==> config.mk <==
export PLATFORM = sky130hd
export DESIGN_NAME = acs_sequencer
export DESIGN_NICKNAME = d
export VERILOG_FILES = /design/src/logic/acs_pkg.sv /design/src/logic/acs_sequencer.sv /design/src/logic/acs_trim_mem.sv
export SDC_FILE = /design/constraint.sdc
export NUM_CORES = 1
export LEC_CHECK = 0
export BUFFER_PORTS_ARGS = -buffer_cell sky130_fd_sc_hd__buf_2
export CAP_MARGIN = 20
export CORE_MARGIN = 2
export CORE_UTILIZATION = 60
export CTS_CLUSTER_DIAMETER = 150
export DETAILED_ROUTE_END_ITERATION = 8
export PLACE_DENSITY = 0.85
export SETUP_SLACK_MARGIN = 0.3
export SLEW_MARGIN = 25
export SYNTH_ARGS = -nofsm -noshare
export SYNTH_HDL_FRONTEND = slang
export SYNTH_HIERARCHICAL = 1
export SYNTH_SLANG_ARGS = --single-unit
==> constraint.sdc <==
create_clock -name SYS_CLK -period 8.62 [get_ports SYS_CLK]
set_input_delay 1.293 -clock SYS_CLK [delete_from_list [all_inputs] [get_ports SYS_CLK]]
set_output_delay 1.293 -clock SYS_CLK [all_outputs]
set_load 0.01 [all_outputs]
==> src/logic/acs_pkg.sv <==
/*
  Package for the converter core calibration sequencer: Wishbone register
  offsets, field positions, reset values, timing counts and the state type.
  Assumes a 40 MHz system clock and a 32-bit classic Wishbone bus.
*/
package acs_pkg;
  // register byte offsets
  localparam logic [7:0] ADDR_CTRL = 8'h00;
  localparam logic [7:0] ADDR_TRIG = 8'h04;
  localparam logic [7:0] ADDR_LP = 8'h08;
  localparam logic [7:0] ADDR_STAT = 8'h0C;
  localparam logic [7:0] ADDR_TRIM0 = 8'h10;
  // control field positions
  localparam int CTRL_BG_EN = 0;
  localparam int CTRL_PIN_SEL = 1;
  localparam int CTRL_LOW_POWER_BACKGROUND_ENABLE = 2;
  localparam int CTRL_LP_SW = 3;
  localparam int CTRL_FG_OS = 4;
  localparam int CTRL_BG_OS = 5;
  localparam int CTRL_DUAL = 6;
  localparam int CTRL_SEL_B = 7;
  localparam int TRIG_SOFT = 0;
  // low-power delay field positions
  localparam int LP_SLEEP_LSB = 0;
  localparam int LP_WAKE_LSB = 16;
  // reset values
  localparam logic [31:0] CTRL_RESET = 32'h0000_0040;
  localparam logic [15:0] SLEEP_RESET = 16'h0100;
  localparam logic [15:0] WAKE_RESET = 16'h0040;
  localparam logic [11:0] TRIM_FACTORY = 12'h800;
  localparam logic [11:0] MIDCODE = 12'h000;
  // timing: calibration steps in cycles of the 40 MHz clock
  localparam int CLK_MHZ = 40;
  localparam int CORE_CAL_US = 50;
  localparam int CORE_CAL_CYC = CORE_CAL_US * CLK_MHZ;
  localparam int FOREGROUND_OFFSET_CALIBRATION_US = 80;
  localparam int FOREGROUND_OFFSET_CALIBRATION_CYC = FOREGROUND_OFFSET_CALIBRATION_US * CLK_MHZ;
  localparam int DLY_TICK_CYC = 64;
  localparam int NTRIM = 4;
  // sequencer states, gray from S_IDLE through S_FG_CORE to S_FG_OS, not on the return to S_IDLE
  typedef enum logic [2:0] {
    S_IDLE = 3'b000,
    S_FG_CORE = 3'b001,
    S_FG_OS = 3'b011,
    S_BG_SLEEP = 3'b010,
    S_BG_WAKE = 3'b110,
    S_BG_CAL = 3'b111,
    S_BG_SWAP = 3'b101
  } acs_state_t;
endpackage

==> src/logic/acs_sequencer.sv <==
/*
  Calibration sequencer for a three-core interleaved converter, with a
  Wishbone register slave, trigger handling and core routing.
  Assumes SYS_CLK is the sampling-domain clock and RESETN is power-up reset.
*/
// Decided for this implementation: the register offsets and register access over Wishbone.
`timescale 1ns/100ps
module acs_sequencer #(
  parameter int CORE_CAL_CYC = acs_pkg::CORE_CAL_CYC,
  parameter int FOREGROUND_OFFSET_CALIBRATION_CYC = acs_pkg::FOREGROUND_OFFSET_CALIBRATION_CYC,
  parameter int DLY_TICK_CYC = acs_pkg::DLY_TICK_CYC
) (
  input wire logic SYS_CLK,
  input wire logic RESETN,
  input wire logic [7:0] WB_ADR_I,
  input wire logic [31:0] WB_DAT_I,
  output logic [31:0] WB_DAT_O,
  input wire logic WB_WE_I,
  input wire logic [3:0] WB_SEL_I,
  input wire logic WB_CYC_I,
  input wire logic WB_STB_I,
  output logic WB_ACK_O,
  input wire logic CALIBRATION_TRIGGER_PIN,
  input wire logic [11:0] SAMPLE_CORE_A,
  input wire logic [11:0] SAMPLE_CORE_B,
  input wire logic [11:0] SAMPLE_CORE_C,
  input wire logic [11:0] OFFSET_ESTIMATE,
  output logic [11:0] DATA_OUT_A,
  output logic [11:0] DATA_OUT_B,
  output logic [2:0] CORE_ONLINE,
  output logic [2:0] CORE_POWER,
  output logic [2:0] CORE_IN_SEL_B,
  output logic [5:0] BANK_PHASE,
  output logic [2:0] CORE_CAL_ACTIVE,
  output logic OFFSET_CAL_ACTIVE
);
  localparam int CW = 24;
  acs_pkg::acs_state_t state;
  logic [31:0] ctrl, dat_q;
  logic soft_trig;
  logic [15:0] sleep_dly;
  logic [15:0] wake_dly;
  logic done_flag;
  logic trig_meta, trig_sync, trig_prev, soft_prev;
  logic trig_rise;
  logic [CW-1:0] cnt;
  logic [5:0] tick_cnt;
  logic tick;
  logic target_b;
  logic swap_hold;
  logic [11:0] hold_a, hold_b;
  logic wb_hit, wb_wr, rd_trim_q;
  logic [1:0] trim_idx;
  logic trim_we_sw, trim_we;
  logic [1:0] trim_waddr;
  logic [11:0] trim_wdata, trim_rdata;
  logic os_busy;
  logic fg_os_done;

  // byte-lane write of one 32-bit word under sel
  function automatic logic [31:0] merge(input logic [31:0] old, input logic [31:0] nw,
                                        input logic [3:0] sel);
    for (int i = 0; i < 4; i++) begin
      if (sel[i]) old[8*i +: 8] = nw[8*i +: 8];
    end
    return old;
  endfunction

  assign wb_hit = WB_CYC_I && WB_STB_I && !WB_ACK_O;
  assign wb_wr = WB_CYC_I && WB_STB_I && WB_WE_I && WB_ACK_O; // write lands at the ack edge
  assign trim_idx = WB_ADR_I[3:2];
  assign os_busy = ctrl[acs_pkg::CTRL_FG_OS] || ctrl[acs_pkg::CTRL_BG_OS];

  // pin synchroniser: only the second and third stages are looked at
  always_ff @(posedge SYS_CLK or negedge RESETN) begin
    if (!RESETN) begin
      trig_meta <= 1'b0;
      trig_sync <= 1'b0;
      trig_prev <= 1'b0;
      soft_prev <= 1'b0;
    end else begin
      trig_meta <= CALIBRATION_TRIGGER_PIN;
      trig_sync <= trig_meta;
      trig_prev <= trig_sync;
      soft_prev <= soft_trig;
    end
  end

  // edge of the selected source, never its level
  assign trig_rise = ctrl[acs_pkg::CTRL_PIN_SEL] ? (trig_sync && !trig_prev)
                                                 : (soft_trig && !soft_prev);

  // slow tick for the sleep and wake delays
  always_ff @(posedge SYS_CLK or negedge RESETN) begin
    if (!RESETN) begin
      tick_cnt <= '0;
    end else if (tick) begin
      tick_cnt <= '0;
    end else begin
      tick_cnt <= tick_cnt + 6'h01;
    end
  end
  assign tick = (tick_cnt == 6'(DLY_TICK_CYC - 1));

  // wishbone ack, one cycle per request
  always_ff @(posedge SYS_CLK or negedge RESETN) begin
    if (!RESETN) begin
      WB_ACK_O <= 1'b0;
    end else begin
      WB_ACK_O <= wb_hit;
    end
  end

  // configuration registers
  always_ff @(posedge SYS_CLK or negedge RESETN) begin
    if (!RESETN) begin
      ctrl <= acs_pkg::CTRL_RESET;
      soft_trig <= 1'b0;
      sleep_dly <= acs_pkg::SLEEP_RESET;
      wake_dly <= acs_pkg::WAKE_RESET;
    end else if (wb_wr) begin
      case (WB_ADR_I)
        acs_pkg::ADDR_CTRL: ctrl <= merge(ctrl, WB_DAT_I, WB_SEL_I) & 32'h0000_00FF;
        acs_pkg::ADDR_TRIG: if (WB_SEL_I[0]) soft_trig <= WB_DAT_I[acs_pkg::TRIG_SOFT];
        acs_pkg::ADDR_LP: begin
          if (WB_SEL_I[0]) sleep_dly[7:0] <= WB_DAT_I[7:0];
          if (WB_SEL_I[1]) sleep_dly[15:8] <= WB_DAT_I[15:8];
          if (WB_SEL_I[2]) wake_dly[7:0] <= WB_DAT_I[23:16];
          if (WB_SEL_I[3]) wake_dly[15:8] <= WB_DAT_I[31:24];
        end
        default: ;
      endcase
    end
  end

  // read mux; trims go through the registered memory port
  always_ff @(posedge SYS_CLK or negedge RESETN) begin
    if (!RESETN) begin
      dat_q <= '0;
      rd_trim_q <= 1'b0;
    end else if (wb_hit && !WB_WE_I) begin
      rd_trim_q <= (WB_ADR_I[7:4] == acs_pkg::ADDR_TRIM0[7:4]);
      case (WB_ADR_I)
        acs_pkg::ADDR_CTRL: dat_q <= ctrl;
        acs_pkg::ADDR_TRIG: dat_q <= {31'h0, soft_trig};
        acs_pkg::ADDR_LP: dat_q <= {wake_dly, sleep_dly};
        acs_pkg::ADDR_STAT: dat_q <= {26'h0, target_b, state, done_flag, fg_os_done};
        default: dat_q <= 32'h0;
      endcase
    end
  end
  // trim word taken from the memory's own output register, no extra wait state
  assign WB_DAT_O = rd_trim_q ? {20'h0, trim_rdata} : dat_q;

  // trims: same-cycle registered read lands in the low bits
  assign trim_we_sw = wb_wr && (WB_ADR_I[7:4] == acs_pkg::ADDR_TRIM0[7:4])
                      && WB_SEL_I[0] && !os_busy;
  assign trim_we = trim_we_sw || (OFFSET_CAL_ACTIVE && cnt == '0);
  assign trim_waddr = trim_we_sw ? trim_idx : {1'b0, target_b};
  assign trim_wdata = trim_we_sw ? WB_DAT_I[11:0] : OFFSET_ESTIMATE;

  acs_trim_mem #(.DEPTH(acs_pkg::NTRIM), .WIDTH(12)) u_trim (
    .clk(SYS_CLK),
    .resetn(RESETN),
    .we(trim_we),
    .waddr(trim_waddr),
    .wdata(trim_wdata),
    .raddr(trim_idx),
    .rdata(trim_rdata)
  );

  // sequencer: power-up foreground run, then triggered or background loop
  always_ff @(posedge SYS_CLK or negedge RESETN) begin
    if (!RESETN) begin
      state <= acs_pkg::S_FG_CORE;
      cnt <= CW'(CORE_CAL_CYC - 1);
      done_flag <= 1'b0;
      fg_os_done <= 1'b0;
      target_b <= 1'b0;
    end else begin
      case (state)
        acs_pkg::S_IDLE: begin
          if (ctrl[acs_pkg::CTRL_BG_EN] && trig_rise) begin
            state <= ctrl[acs_pkg::CTRL_LOW_POWER_BACKGROUND_ENABLE] ? acs_pkg::S_BG_SLEEP : acs_pkg::S_BG_CAL;
            cnt <= ctrl[acs_pkg::CTRL_LOW_POWER_BACKGROUND_ENABLE] ? CW'(sleep_dly) : CW'(CORE_CAL_CYC - 1);
          end else if (trig_rise) begin
            state <= acs_pkg::S_FG_CORE;
            cnt <= CW'(CORE_CAL_CYC - 1);
            done_flag <= 1'b0;
            fg_os_done <= 1'b0;
          end
        end
        acs_pkg::S_FG_CORE: begin
          if (cnt != '0) begin
            cnt <= cnt - 1'b1;
          end else if (ctrl[acs_pkg::CTRL_FG_OS]) begin
            state <= acs_pkg::S_FG_OS;
            cnt <= CW'(FOREGROUND_OFFSET_CALIBRATION_CYC - 1);
          end else begin
            state <= acs_pkg::S_IDLE;
            done_flag <= 1'b1;
          end
        end
        acs_pkg::S_FG_OS: begin
          if (cnt != '0) begin
            cnt <= cnt - 1'b1;
          end else if (!target_b) begin
            target_b <= 1'b1;
            cnt <= CW'(FOREGROUND_OFFSET_CALIBRATION_CYC - 1);
          end else begin
            target_b <= 1'b0;
            state <= acs_pkg::S_IDLE;
            done_flag <= 1'b1;
            fg_os_done <= 1'b1;
          end
        end
        acs_pkg::S_BG_SLEEP: begin
          // automatic: count sleep ticks; user: wait for next trigger edge
          if (!ctrl[acs_pkg::CTRL_BG_EN]) begin
            state <= acs_pkg::S_IDLE;
          end else if (ctrl[acs_pkg::CTRL_LP_SW] ? trig_rise : (cnt == '0)) begin
            state <= acs_pkg::S_BG_WAKE;
            cnt <= CW'(wake_dly);
          end else if (tick && cnt != '0) begin
            cnt <= cnt - 1'b1;
          end
        end
        acs_pkg::S_BG_WAKE: begin
          if (cnt == '0) begin
            state <= acs_pkg::S_BG_CAL;
            cnt <= CW'(CORE_CAL_CYC - 1);
          end else if (tick) begin
            cnt <= cnt - 1'b1;
          end
        end
        acs_pkg::S_BG_CAL: begin
          if (cnt != '0) begin
            cnt <= cnt - 1'b1;
          end else begin
            state <= acs_pkg::S_BG_SWAP;
          end
        end
        acs_pkg::S_BG_SWAP: begin
          target_b <= !target_b;
          if (!ctrl[acs_pkg::CTRL_BG_EN]) begin
            state <= acs_pkg::S_IDLE;
          end else if (ctrl[acs_pkg::CTRL_LOW_POWER_BACKGROUND_ENABLE]) begin
            state <= acs_pkg::S_BG_SLEEP;
            cnt <= CW'(sleep_dly);
          end else begin
            state <= acs_pkg::S_BG_CAL;
            cnt <= CW'(CORE_CAL_CYC - 1);
          end
        end
        default: state <= acs_pkg::S_IDLE;
      endcase
    end
  end

  // offset engine runs in foreground pass or during every background cycle
  assign OFFSET_CAL_ACTIVE = (state == acs_pkg::S_FG_OS)
                             || (state == acs_pkg::S_BG_CAL && ctrl[acs_pkg::CTRL_BG_OS]);

  // swap glitch limited to one held sample at the hand-over
  always_ff @(posedge SYS_CLK or negedge RESETN) begin
    if (!RESETN) begin
      swap_hold <= 1'b0;
    end else begin
      swap_hold <= (state == acs_pkg::S_BG_SWAP);
    end
  end

  // output routing: spare core C stands in for the core under calibration
  always_ff @(posedge SYS_CLK or negedge RESETN) begin
    if (!RESETN) begin
      hold_a <= acs_pkg::MIDCODE;
      hold_b <= acs_pkg::MIDCODE;
    end else if (state == acs_pkg::S_FG_CORE || state == acs_pkg::S_FG_OS) begin
      hold_a <= acs_pkg::MIDCODE;
      hold_b <= acs_pkg::MIDCODE;
    end else if (!swap_hold) begin
      hold_a <= (state == acs_pkg::S_BG_CAL && !target_b) ? SAMPLE_CORE_C : SAMPLE_CORE_A;
      hold_b <= (state == acs_pkg::S_BG_CAL && target_b) ? SAMPLE_CORE_C : SAMPLE_CORE_B;
    end
  end
  assign DATA_OUT_A = hold_a;
  assign DATA_OUT_B = hold_b;

  // core status and input selection
  always_comb begin
    CORE_ONLINE = 3'b011;
    CORE_CAL_ACTIVE = 3'b000;
    CORE_POWER = 3'b111;
    case (state)
      acs_pkg::S_FG_CORE, acs_pkg::S_FG_OS: begin
        CORE_ONLINE = 3'b000;
        CORE_CAL_ACTIVE = 3'b011;
      end
      acs_pkg::S_BG_SLEEP: CORE_POWER = 3'b011;
      acs_pkg::S_BG_CAL: begin
        CORE_ONLINE = target_b ? 3'b101 : 3'b110;
        CORE_CAL_ACTIVE = target_b ? 3'b010 : 3'b001;
      end
      acs_pkg::S_IDLE: if (ctrl[acs_pkg::CTRL_BG_EN] && ctrl[acs_pkg::CTRL_LOW_POWER_BACKGROUND_ENABLE]) CORE_POWER = 3'b011;
      default: ;
    endcase
  end

  // dual: A on input A, B on input B; single: both on the chosen input
  assign CORE_IN_SEL_B[0] = !ctrl[acs_pkg::CTRL_DUAL] && ctrl[acs_pkg::CTRL_SEL_B];
  assign CORE_IN_SEL_B[1] = ctrl[acs_pkg::CTRL_DUAL] || ctrl[acs_pkg::CTRL_SEL_B];
  assign CORE_IN_SEL_B[2] = target_b ? CORE_IN_SEL_B[1] : CORE_IN_SEL_B[0];

  // banks of each core sample on opposite phases, six banks in all
  assign BANK_PHASE = 6'b10_10_10;

endmodule // acs_sequencer

==> src/logic/acs_trim_mem.sv <==
/*
  Small trim memory holding the input offset trim words, registered read.
  Assumes one write port shared by software and the offset engine.
*/
`timescale 1ns/100ps
module acs_trim_mem #(
  parameter int DEPTH = 4,
  parameter int WIDTH = 12
) (
  input wire logic clk,
  input wire logic resetn,
  input wire logic we,
  input wire logic [$clog2(DEPTH)-1:0] waddr,
  input wire logic [WIDTH-1:0] wdata,
  input wire logic [$clog2(DEPTH)-1:0] raddr,
  output logic [WIDTH-1:0] rdata
);
  logic [WIDTH-1:0] mem [DEPTH];

  // words come up at the factory value
  always_ff @(posedge clk or negedge resetn) begin
    if (!resetn) begin
      for (int i = 0; i < DEPTH; i++) mem[i] <= acs_pkg::TRIM_FACTORY;
    end else if (we) begin
      mem[waddr] <= wdata;
    end
  end

  // registered read port
  always_ff @(posedge clk or negedge resetn) begin
    if (!resetn) begin
      rdata <= '0;
    end else begin
      rdata <= mem[raddr];
    end
  end
endmodule // acs_trim_mem

==> impl_summary.log, run 1 <==
[metrics] VDD IR-drop max: 0.156 mV
[metrics] most numerous cell in the Yosys netlist: dfrtp_1
[metrics] total power divided by cell area: 194 mW/mm^2
[metrics] clock period minus worst slack: 4.13 ns
[metrics] clock buffer count from CTS: 17
[metrics] primary flip-flop cell chosen by synthesis mapping: dfrtp_1
[metrics] worst r2r dst: u_trim/mem[3]$_DFFE_PN0P_
[metrics] startpoint-to-endpoint class of the critical path: primary input to flop
[metrics] TritonCTS clock tree: done
[metrics] starting density of the core: 0.611
[metrics] maximum buffer depth of the clock tree: 2
[metrics] distinct cell type count after synthesis: 63
[metrics] type of the worst min-delay path: flop to flop
[metrics] top fanout value on the critical path: 26
[metrics] list of most frequent post-synthesis cells: dfrtp_1, mux2_2, nand2_1
[metrics] WHS Path Cells: 0
[metrics] net switching share of the total power: 0.306
[metrics] largest net degree at the start of global routing: 114
[metrics] first-pass GRT wire length: 40,500 um
[metrics] routed wirelength normalized by instance count: 19.1 um
[metrics] Synth warnings: 6
[metrics] Die Wd: 134 um
[metrics] number of fill cells: 1,166
[metrics] vias in the first global route: 7,748
[metrics] final hold vios: 0
[metrics] H-Tree Level Count: 4
[metrics] RSZ-0062 raised after global routing: no
[metrics] routability-driven placement congestion ratio: 0.932
[metrics] arrival time of the worst setup path: 4.46 ns
[metrics] drt first-iter violations: 795
[metrics] grt total ovfl: 0
[metrics] clock share of power: 0.348
[metrics] count of flip-flops with a built-in enable after synthesis: 0
[metrics] Max-Slew Margin vs Limit: 0.362
[metrics] clock root cell: clkbuf_16
[metrics] clock slew at the register clock pins of the worst setup and hold paths: 0.08 ns
[metrics] die area: 0.0179 sq mm
[metrics] IO Port Bufs: 164
[metrics] Overall Power: 0.00225 W
[metrics] growth of design area from synthesis to finish: 15.0%
[metrics] number of nets with antenna violations after detailed routing: 0
[metrics] detailed-routing iteration count for the pre-antenna-repair pass: 5
[metrics] final sum of negative setup slack: 0 ns
[metrics] R2R Setup Slk: 5.12 ns
[metrics] global routing usage summed across all routing layers: 0.290
[metrics] number of setup buffers added after CTS: 0
[metrics] P_int: 0.00156 W
[metrics] final setup skew: 0.0101 ns
[metrics] Worst Max-Slew Pin Slew: 0.949 ns
[metrics] initial antenna violation count: 0
[metrics] number of max-cap violations: 0
[metrics] WL final: 25,300 um
[metrics] flop and latch count out of synthesis: 200
[metrics] Setup violations, final: 0
[metrics] number of instances in the synthesized netlist: 954
[metrics] # resized after CTS: 0
[metrics] result of the run: finished, final reports clean
[metrics] Yosys top cell by area: dfrtp_1
[metrics] number of primary I/O pins: 174
[metrics] post-route clock period utilization: 0.479
[metrics] dominant cells by area after synthesis: dfrtp_1, mux2_2, dfstp_2
[metrics] static leakage: 5.63 nW
[metrics] DP Wirelength: 17,900 um
[metrics] placement row count: 47
[metrics] sequential-to-total area share from yosys stat: 0.498
[metrics] clk sink count: 200
[metrics] # hold bufs at CTS: 0
[metrics] Worst R2R Start: cnt[8]$_DFFE_PN1P_
[metrics] worst hold endpoint: trig_sync$_DFF_PN0_
[metrics] Core Box Area: 0.0165 sq mm
[metrics] worst hold start: trig_meta$_DFF_PN0_
[metrics] Combinational Power Share: 0.176
[metrics] clk_lat worst skew: 0.44 ns
[metrics] Final Core Density: 0.702
[metrics] netlist area before placement: 0.0101 sq mm
[metrics] Max Transition Viols Final: 0
[metrics] Worst R2R Path Depth: 6
[metrics] vias per cell: 6.01
[metrics] die extent in y: 134 um
[metrics] average cell area after synthesis: 10.6 sq um
[metrics] endpoint type of the worst setup path: flop
[metrics] Layout Nets: 1,189
[metrics] number of vias after detailed routing: 7,944
[metrics] net switching power: 0.000690 W
[metrics] post-layout instance area: 0.0116 sq mm
[metrics] Highest Clock Rate: 242 MHz
[metrics] launching element type of the critical path: primary input
[metrics] power share of the sequential group: 0.476
[metrics] required time worst endpoint: 8.94 ns
[metrics] Yosys top cell area share: 0.454
[metrics] Async SR Flop Fraction: 1.00
[metrics] instance area after placement: 0.0110 sq mm
[metrics] DRC violation count after routing: 0
[metrics] proportion of layout cells with a drive suffix above 1: 0.333
-- cells in the final DEF, fill, tap and decap left out, types with 4 or more instances in the layout --
master	count
dfrtp_1	183
buf_2	163
mux2_2	113
nand2_1	99
nor2_1	93
o21ai_0	78
a21oi_1	44
mux2i_1	31
nor2b_1	25
nand3_1	19
nor3_1	17
clkbuf_16	17
dfstp_2	17
o31ai_1	13
mux4_2	13
inv_1	9
a22o_1	9
conb_1	9
or4_1	8
nor4_1	8
buf_4	8
o211ai_1	6
o22ai_1	6
nand2b_1	6
a211oi_1	5
a2bb2oi_1	5
a221oi_1	5
xnor2_1	4
and3_1	4
a21o_1	4
or3_1	4
inv_6	4
-- critical path: stages --
cell	delay, ns
buf_2	0.10
nor3_1	0.25
nor4b_1	0.77
nor2b_1	0.27
nand2_1	0.48
nor3_1	0.64
nand2_2	0.30
mux2_2	0.35
-- how the worst max path moves through the flow --
stage / start / depth (start not counted) / end / slack [ns]
after global placement: WB_ADR_I[5] / 8 / sleep_dly[12]$_DFFE_PN0P_ / 4.34
after detailed placement: WB_ADR_I[5] / 8 / sleep_dly[11]$_DFFE_PN0P_ / 4.18
after floorplan: WB_CYC_I / 9 / u_trim/mem[37]$_DFFE_PN0P_ / 4.97
final: WB_ADR_I[5] / 8 / sleep_dly[12]$_DFFE_PN0P_ / 4.49
after global routing: WB_ADR_I[5] / 8 / sleep_dly[12]$_DFFE_PN0P_ / 4.13
after CTS: WB_ADR_I[5] / 8 / sleep_dly[12]$_DFFE_PN0P_ / 4.54
-- metrics by stage --
step / std cells / hold WS (ns) / worst slack, ns
after floorplan: 961 / 0.331 / 4.97
after global placement: 1288 / 0.335 / 4.34
after detailed placement: 1289 / 0.346 / 4.18
after CTS: 1321 / 0.364 / 4.54
after global routing: 1321 / 0.366 / 4.13
final: 1322 / 0.357 / 4.49
-- cell families after synthesis --
logic type	after synthesis	synth area share
XOR/XNOR	6	0.00521
AO/OA/AOI/OAI	196	0.120
other	2	0.000744
AND/OR/NAND/NOR	313	0.150
flip-flops	200	0.498
buffers and inverters	77	0.0360
adder cells (fa/ha/maj)	3	0.00372
multiplexers	157	0.186
-- routing by layer --
| layer | wire [um] | global-route usage |
|---|---|---|
| met3 | 1360 | 0.0552 |
| met1 | 10700 | 0.396 |
| met4 | 622 | 0.105 |
| met2 | 12600 | 0.470 |
| met5 | 0 | 0 |
-- power by group through the flow --
stage	registers (W)	clock network (W)	logic [W]
floorplan	0.00107	0	0.000269
global placement	0.00108	0	0.000384
detailed placement	0.00109	0	0.000394
CTS	0.00107	0.000794	0.000395
global route	0.00108	0.000836	0.000442
finish	0.00107	0.000785	0.000397
-- registers in the layout, summed over array words and instances (netlist names) --
register      cells
u_trim/mem       48
dat_q            32
cnt              24
sleep_dly        16
wake_dly         16
DATA_OUT_A       12
DATA_OUT_B       12
u_trim/rdata     12
ctrl              8
tick_cnt          6
state             3
WB_ACK_O          1
done_flag         1
fg_os_done        1
rd_trim_q         1
soft_prev         1
soft_trig         1
swap_hold         1
target_b          1
trig_meta         1
trig_prev         1
trig_sync         1
-- cell type report --
type                       instances  area (sq um)  share of cell area
multi-input combinational        684          4760               0.410
antenna                            1          2.50            0.000216
sequential                       200          5030               0.433
tap                              220           275              0.0237
clock inverter                    13           130              0.0112
timing repair buffer             173           917              0.0790
clock buffer                      19           453              0.0390
inverter                          12          45.0             0.00388
No activity file was read; power rests on OpenSTA's default activity.
==> run 2, diff against run 1 <==
--- a/config.mk
+++ b/config.mk
@@ -8,10 +8,10 @@
 export BUFFER_PORTS_ARGS = -buffer_cell sky130_fd_sc_hd__buf_2
 export CAP_MARGIN = 20
 export CORE_MARGIN = 2
-export CORE_UTILIZATION = 60
+export CORE_UTILIZATION = 51
 export CTS_CLUSTER_DIAMETER = 150
 export DETAILED_ROUTE_END_ITERATION = 8
-export PLACE_DENSITY = 0.85
+export PLACE_DENSITY = 0.76
 export SETUP_SLACK_MARGIN = 0.3
 export SLEW_MARGIN = 25
 export SYNTH_ARGS = -nofsm -noshare
==> constraint.sdc (replaced) <==
create_clock -name SYS_CLK -period 3.65 [get_ports SYS_CLK]
set_input_delay 0.5475 -clock SYS_CLK [delete_from_list [all_inputs] [get_ports SYS_CLK]]
set_output_delay 0.5475 -clock SYS_CLK [all_outputs]
set_load 0.01 [all_outputs]
==> run 2 against run 1 <==
Sequential cell count is the same. Clock skew up 0.011 ns. Non-clock buffer count grew 21. Sequential power grew 140%. Sequential share of layout area down 0.89 points. Utilization shrank 9.4 points. Via count grew 0.92%. Wire length is 1.2% higher. Register-to-register slack lost 4.5 ns. Die area grew 17%. Critical path type is now flop to flop. Critical endpoint is now u_trim/mem[36]$_DFFE_PN0P_.
==> impl_summary.log, run 2 (synthesis gave the netlist of run 1 again) <==
[metrics] type of the worst min-delay path: primary input to async pin
[metrics] routed wirelength normalized by instance count: 18.4 um
[metrics] worst r2r dst: u_trim/mem[36]$_DFFE_PN0P_
[metrics] power share of the sequential group: 0.460
[metrics] post-route clock period utilization: 0.840
[metrics] proportion of layout cells with a drive suffix above 1: 0.345
[metrics] detailed-routing iteration count for the pre-antenna-repair pass: 5
[metrics] starting density of the core: 0.519
[metrics] die area: 0.0209 sq mm
[metrics] final hold vios: 0
[metrics] largest registers ranked by flip-flop count: u_trim/mem: 48 flops, dat_q: 32 flops, cnt: 24 flops
[metrics] most frequent cells in the layout: dfrtp_1, buf_2, mux2_2, nand2_1, nor2_1
[metrics] Most flops, register: u_trim/mem
[metrics] Highest Clock Rate: 326 MHz
[metrics] DP Wirelength: 18,300 um
[metrics] global routing usage summed across all routing layers: 0.251
[metrics] VDD IR-drop max: 0.380 mV
[metrics] vias per cell: 5.78
[metrics] vias in the first global route: 7,796
[metrics] number of nets with antenna violations after detailed routing: 0
[metrics] flip-flop count of the largest register after layout: 48
[metrics] # hold bufs at CTS: 0
[metrics] commonest non-fill, non-tap cell in the layout: dfrtp_1
[metrics] maximum buffer depth of the clock tree: 2
[metrics] Largest stage delay, worst path: 0.63 ns
[metrics] clk sink count: 200
[metrics] WL final: 25,600 um
[metrics] routability-driven placement congestion ratio: 0.944
[metrics] Worst R2R Start: cnt[4]$_DFFE_PN0P_
[metrics] number of vias after detailed routing: 8,017
[metrics] clock slew at the register clock pins of the worst setup and hold paths: 0.08 ns
[metrics] largest net degree at the start of global routing: 97
[metrics] net switching power: 0.00167 W
[metrics] clock buffer count from CTS: 17
[metrics] final sum of negative setup slack: 0 ns
[metrics] worst-path cell chain: or4_1 > nor3_1 > nand4_1 > o21ai_0 > nor3b_2 > buf_4 > mux2_2
[metrics] result of the run: finished, final reports clean
[metrics] IO Port Bufs: 164
[metrics] Max Transition Viols Final: 0
[metrics] static leakage: 5.76 nW
[metrics] required time worst endpoint: 3.98 ns
[metrics] grt total ovfl: 0
[metrics] top fanout value on the critical path: 12
[metrics] total power divided by cell area: 463 mW/mm^2
[metrics] Final Core Density: 0.609
[metrics] Combinational Power Share: 0.179
[metrics] final setup skew: 0.0208 ns
[metrics] H-Tree Level Count: 4
[metrics] RSZ-0062 raised after global routing: no
[metrics] placement row count: 51
[metrics] clk_lat worst skew: 0.45 ns
[metrics] initial antenna violation count: 1
[metrics] slowest stage cell on the critical path: or4_1
[metrics] Worst R2R Path Depth: 7
[metrics] Layout Nets: 1,210
[metrics] number of primary I/O pins: 174
[metrics] Die Wd: 145 um
[metrics] first-pass GRT wire length: 40,400 um
[metrics] # resized after CTS: 0
[metrics] number of setup buffers added after CTS: 0
[metrics] clock period minus worst slack: 3.07 ns
[metrics] Worst Max-Slew Pin Slew: 0.821 ns
[metrics] growth of design area from synthesis to finish: 17.4%
[metrics] number of fill cells: 1,592
[metrics] TritonCTS clock tree: done
[metrics] Max-Slew Margin vs Limit: 0.450
[metrics] launching element type of the critical path: flop
[metrics] clock share of power: 0.362
[metrics] Setup violations, final: 0
[metrics] Core Box Area: 0.0195 sq mm
[metrics] DRC violation count after routing: 0
[metrics] drt first-iter violations: 850
[metrics] endpoint type of the worst setup path: flop
[metrics] clock root cell: clkbuf_16
[metrics] P_int: 0.00382 W
[metrics] R2R Setup Slk: 0.58 ns
[metrics] die extent in y: 145 um
[metrics] arrival time of the worst setup path: 3.40 ns
[metrics] net switching share of the total power: 0.304
[metrics] number of max-cap violations: 0
[metrics] startpoint-to-endpoint class of the critical path: flop to flop
==> run 2: cell count changes in the layout (fill, tap and decap cells not counted), moves of 2 or more <==
| cell | previous run | this run |
|---|---|---|
| bufinv_16 | 0 | 2 |
| buf_4 | 8 | 29 |
| clkinv_4 | 1 | 3 |
| clkbuf_8 | 3 | 1 |
| inv_8 | 3 | 5 |
| clkinvlp_4 | 2 | 0 |
==> run 2: cell type report <==
cell class | count | area [sq um] | area share
sequential | 200 | 5030 | 0.424
multi-input combinational | 684 | 4750 | 0.401
timing repair buffer | 194 | 1070 | 0.0901
clock buffer | 17 | 425 | 0.0359
tap | 265 | 332 | 0.0280
clock inverter | 15 | 201 | 0.0170
inverter | 12 | 45.0 | 0.00380
antenna | 1 | 2.50 | 0.000211
==> run 2: stage by stage <==
step                area [sq um]  hold slack, ns  setup slack [ns]  instances  total power (W)
global route               11800           0.204             0.354       1388          0.00574
detailed placement         11200           0.340             0.500       1354          0.00353
global placement           11200           0.337             0.628       1354          0.00351
floorplan                  10100           0.252             0.750        961          0.00317
finish                     11800           0.183             0.584       1388          0.00549
CTS                        11800           0.202             0.477       1386          0.00551
==> run 2: power by group through the flow <==
stage / registers [W] / logic, W / clock network, W
after global placement: 0.00255 / 0.000954 / 0
final: 0.00252 / 0.000981 / 0.00199
after detailed placement: 0.00256 / 0.000969 / 0
after floorplan: 0.00253 / 0.000635 / 0
after global routing: 0.00254 / 0.00109 / 0.00211
after CTS: 0.00252 / 0.000975 / 0.00201
==> run 2: how the worst max path moves through the flow <==
stage / end / cells after the start / from / slack (ns)
2_1_floorplan: u_trim/mem[37]$_DFFE_PN0P_ / 9 / WB_CYC_I / 0.75
3_3_place_gp: u_trim/mem[25]$_DFFE_PN0P_ / 6 / cnt[8]$_DFFE_PN1P_ / 0.63
3_5_place_dp: u_trim/mem[31]$_DFFE_PN0P_ / 6 / cnt[8]$_DFFE_PN1P_ / 0.50
4_1_cts: u_trim/mem[24]$_DFFE_PN0P_ / 6 / cnt[8]$_DFFE_PN1P_ / 0.48
5_1_grt: u_trim/mem[36]$_DFFE_PN0P_ / 7 / cnt[4]$_DFFE_PN0P_ / 0.35
6_report: u_trim/mem[36]$_DFFE_PN0P_ / 7 / cnt[4]$_DFFE_PN0P_ / 0.58
==> run 2: per-layer routing <==
metal,track usage,part of all wire,up-vias
met5,0,0,-
met4,0.0904,0.025,0
met3,0.0467,0.064,57
met2,0.419,0.49,328
met1,0.331,0.42,3898
li1,-,-,3734
==> run 2: critical path, delay by kind of cell, from the launching register on <==
| family | cells | cell delay [ns] |
|---|---|---|
| mux | 1 | 0.37 |
| flops | 1 | 0.42 |
| buf+inv | 1 | 0.26 |
| simple gates | 4 | 1.51 |
| compound gates | 1 | 0.40 |
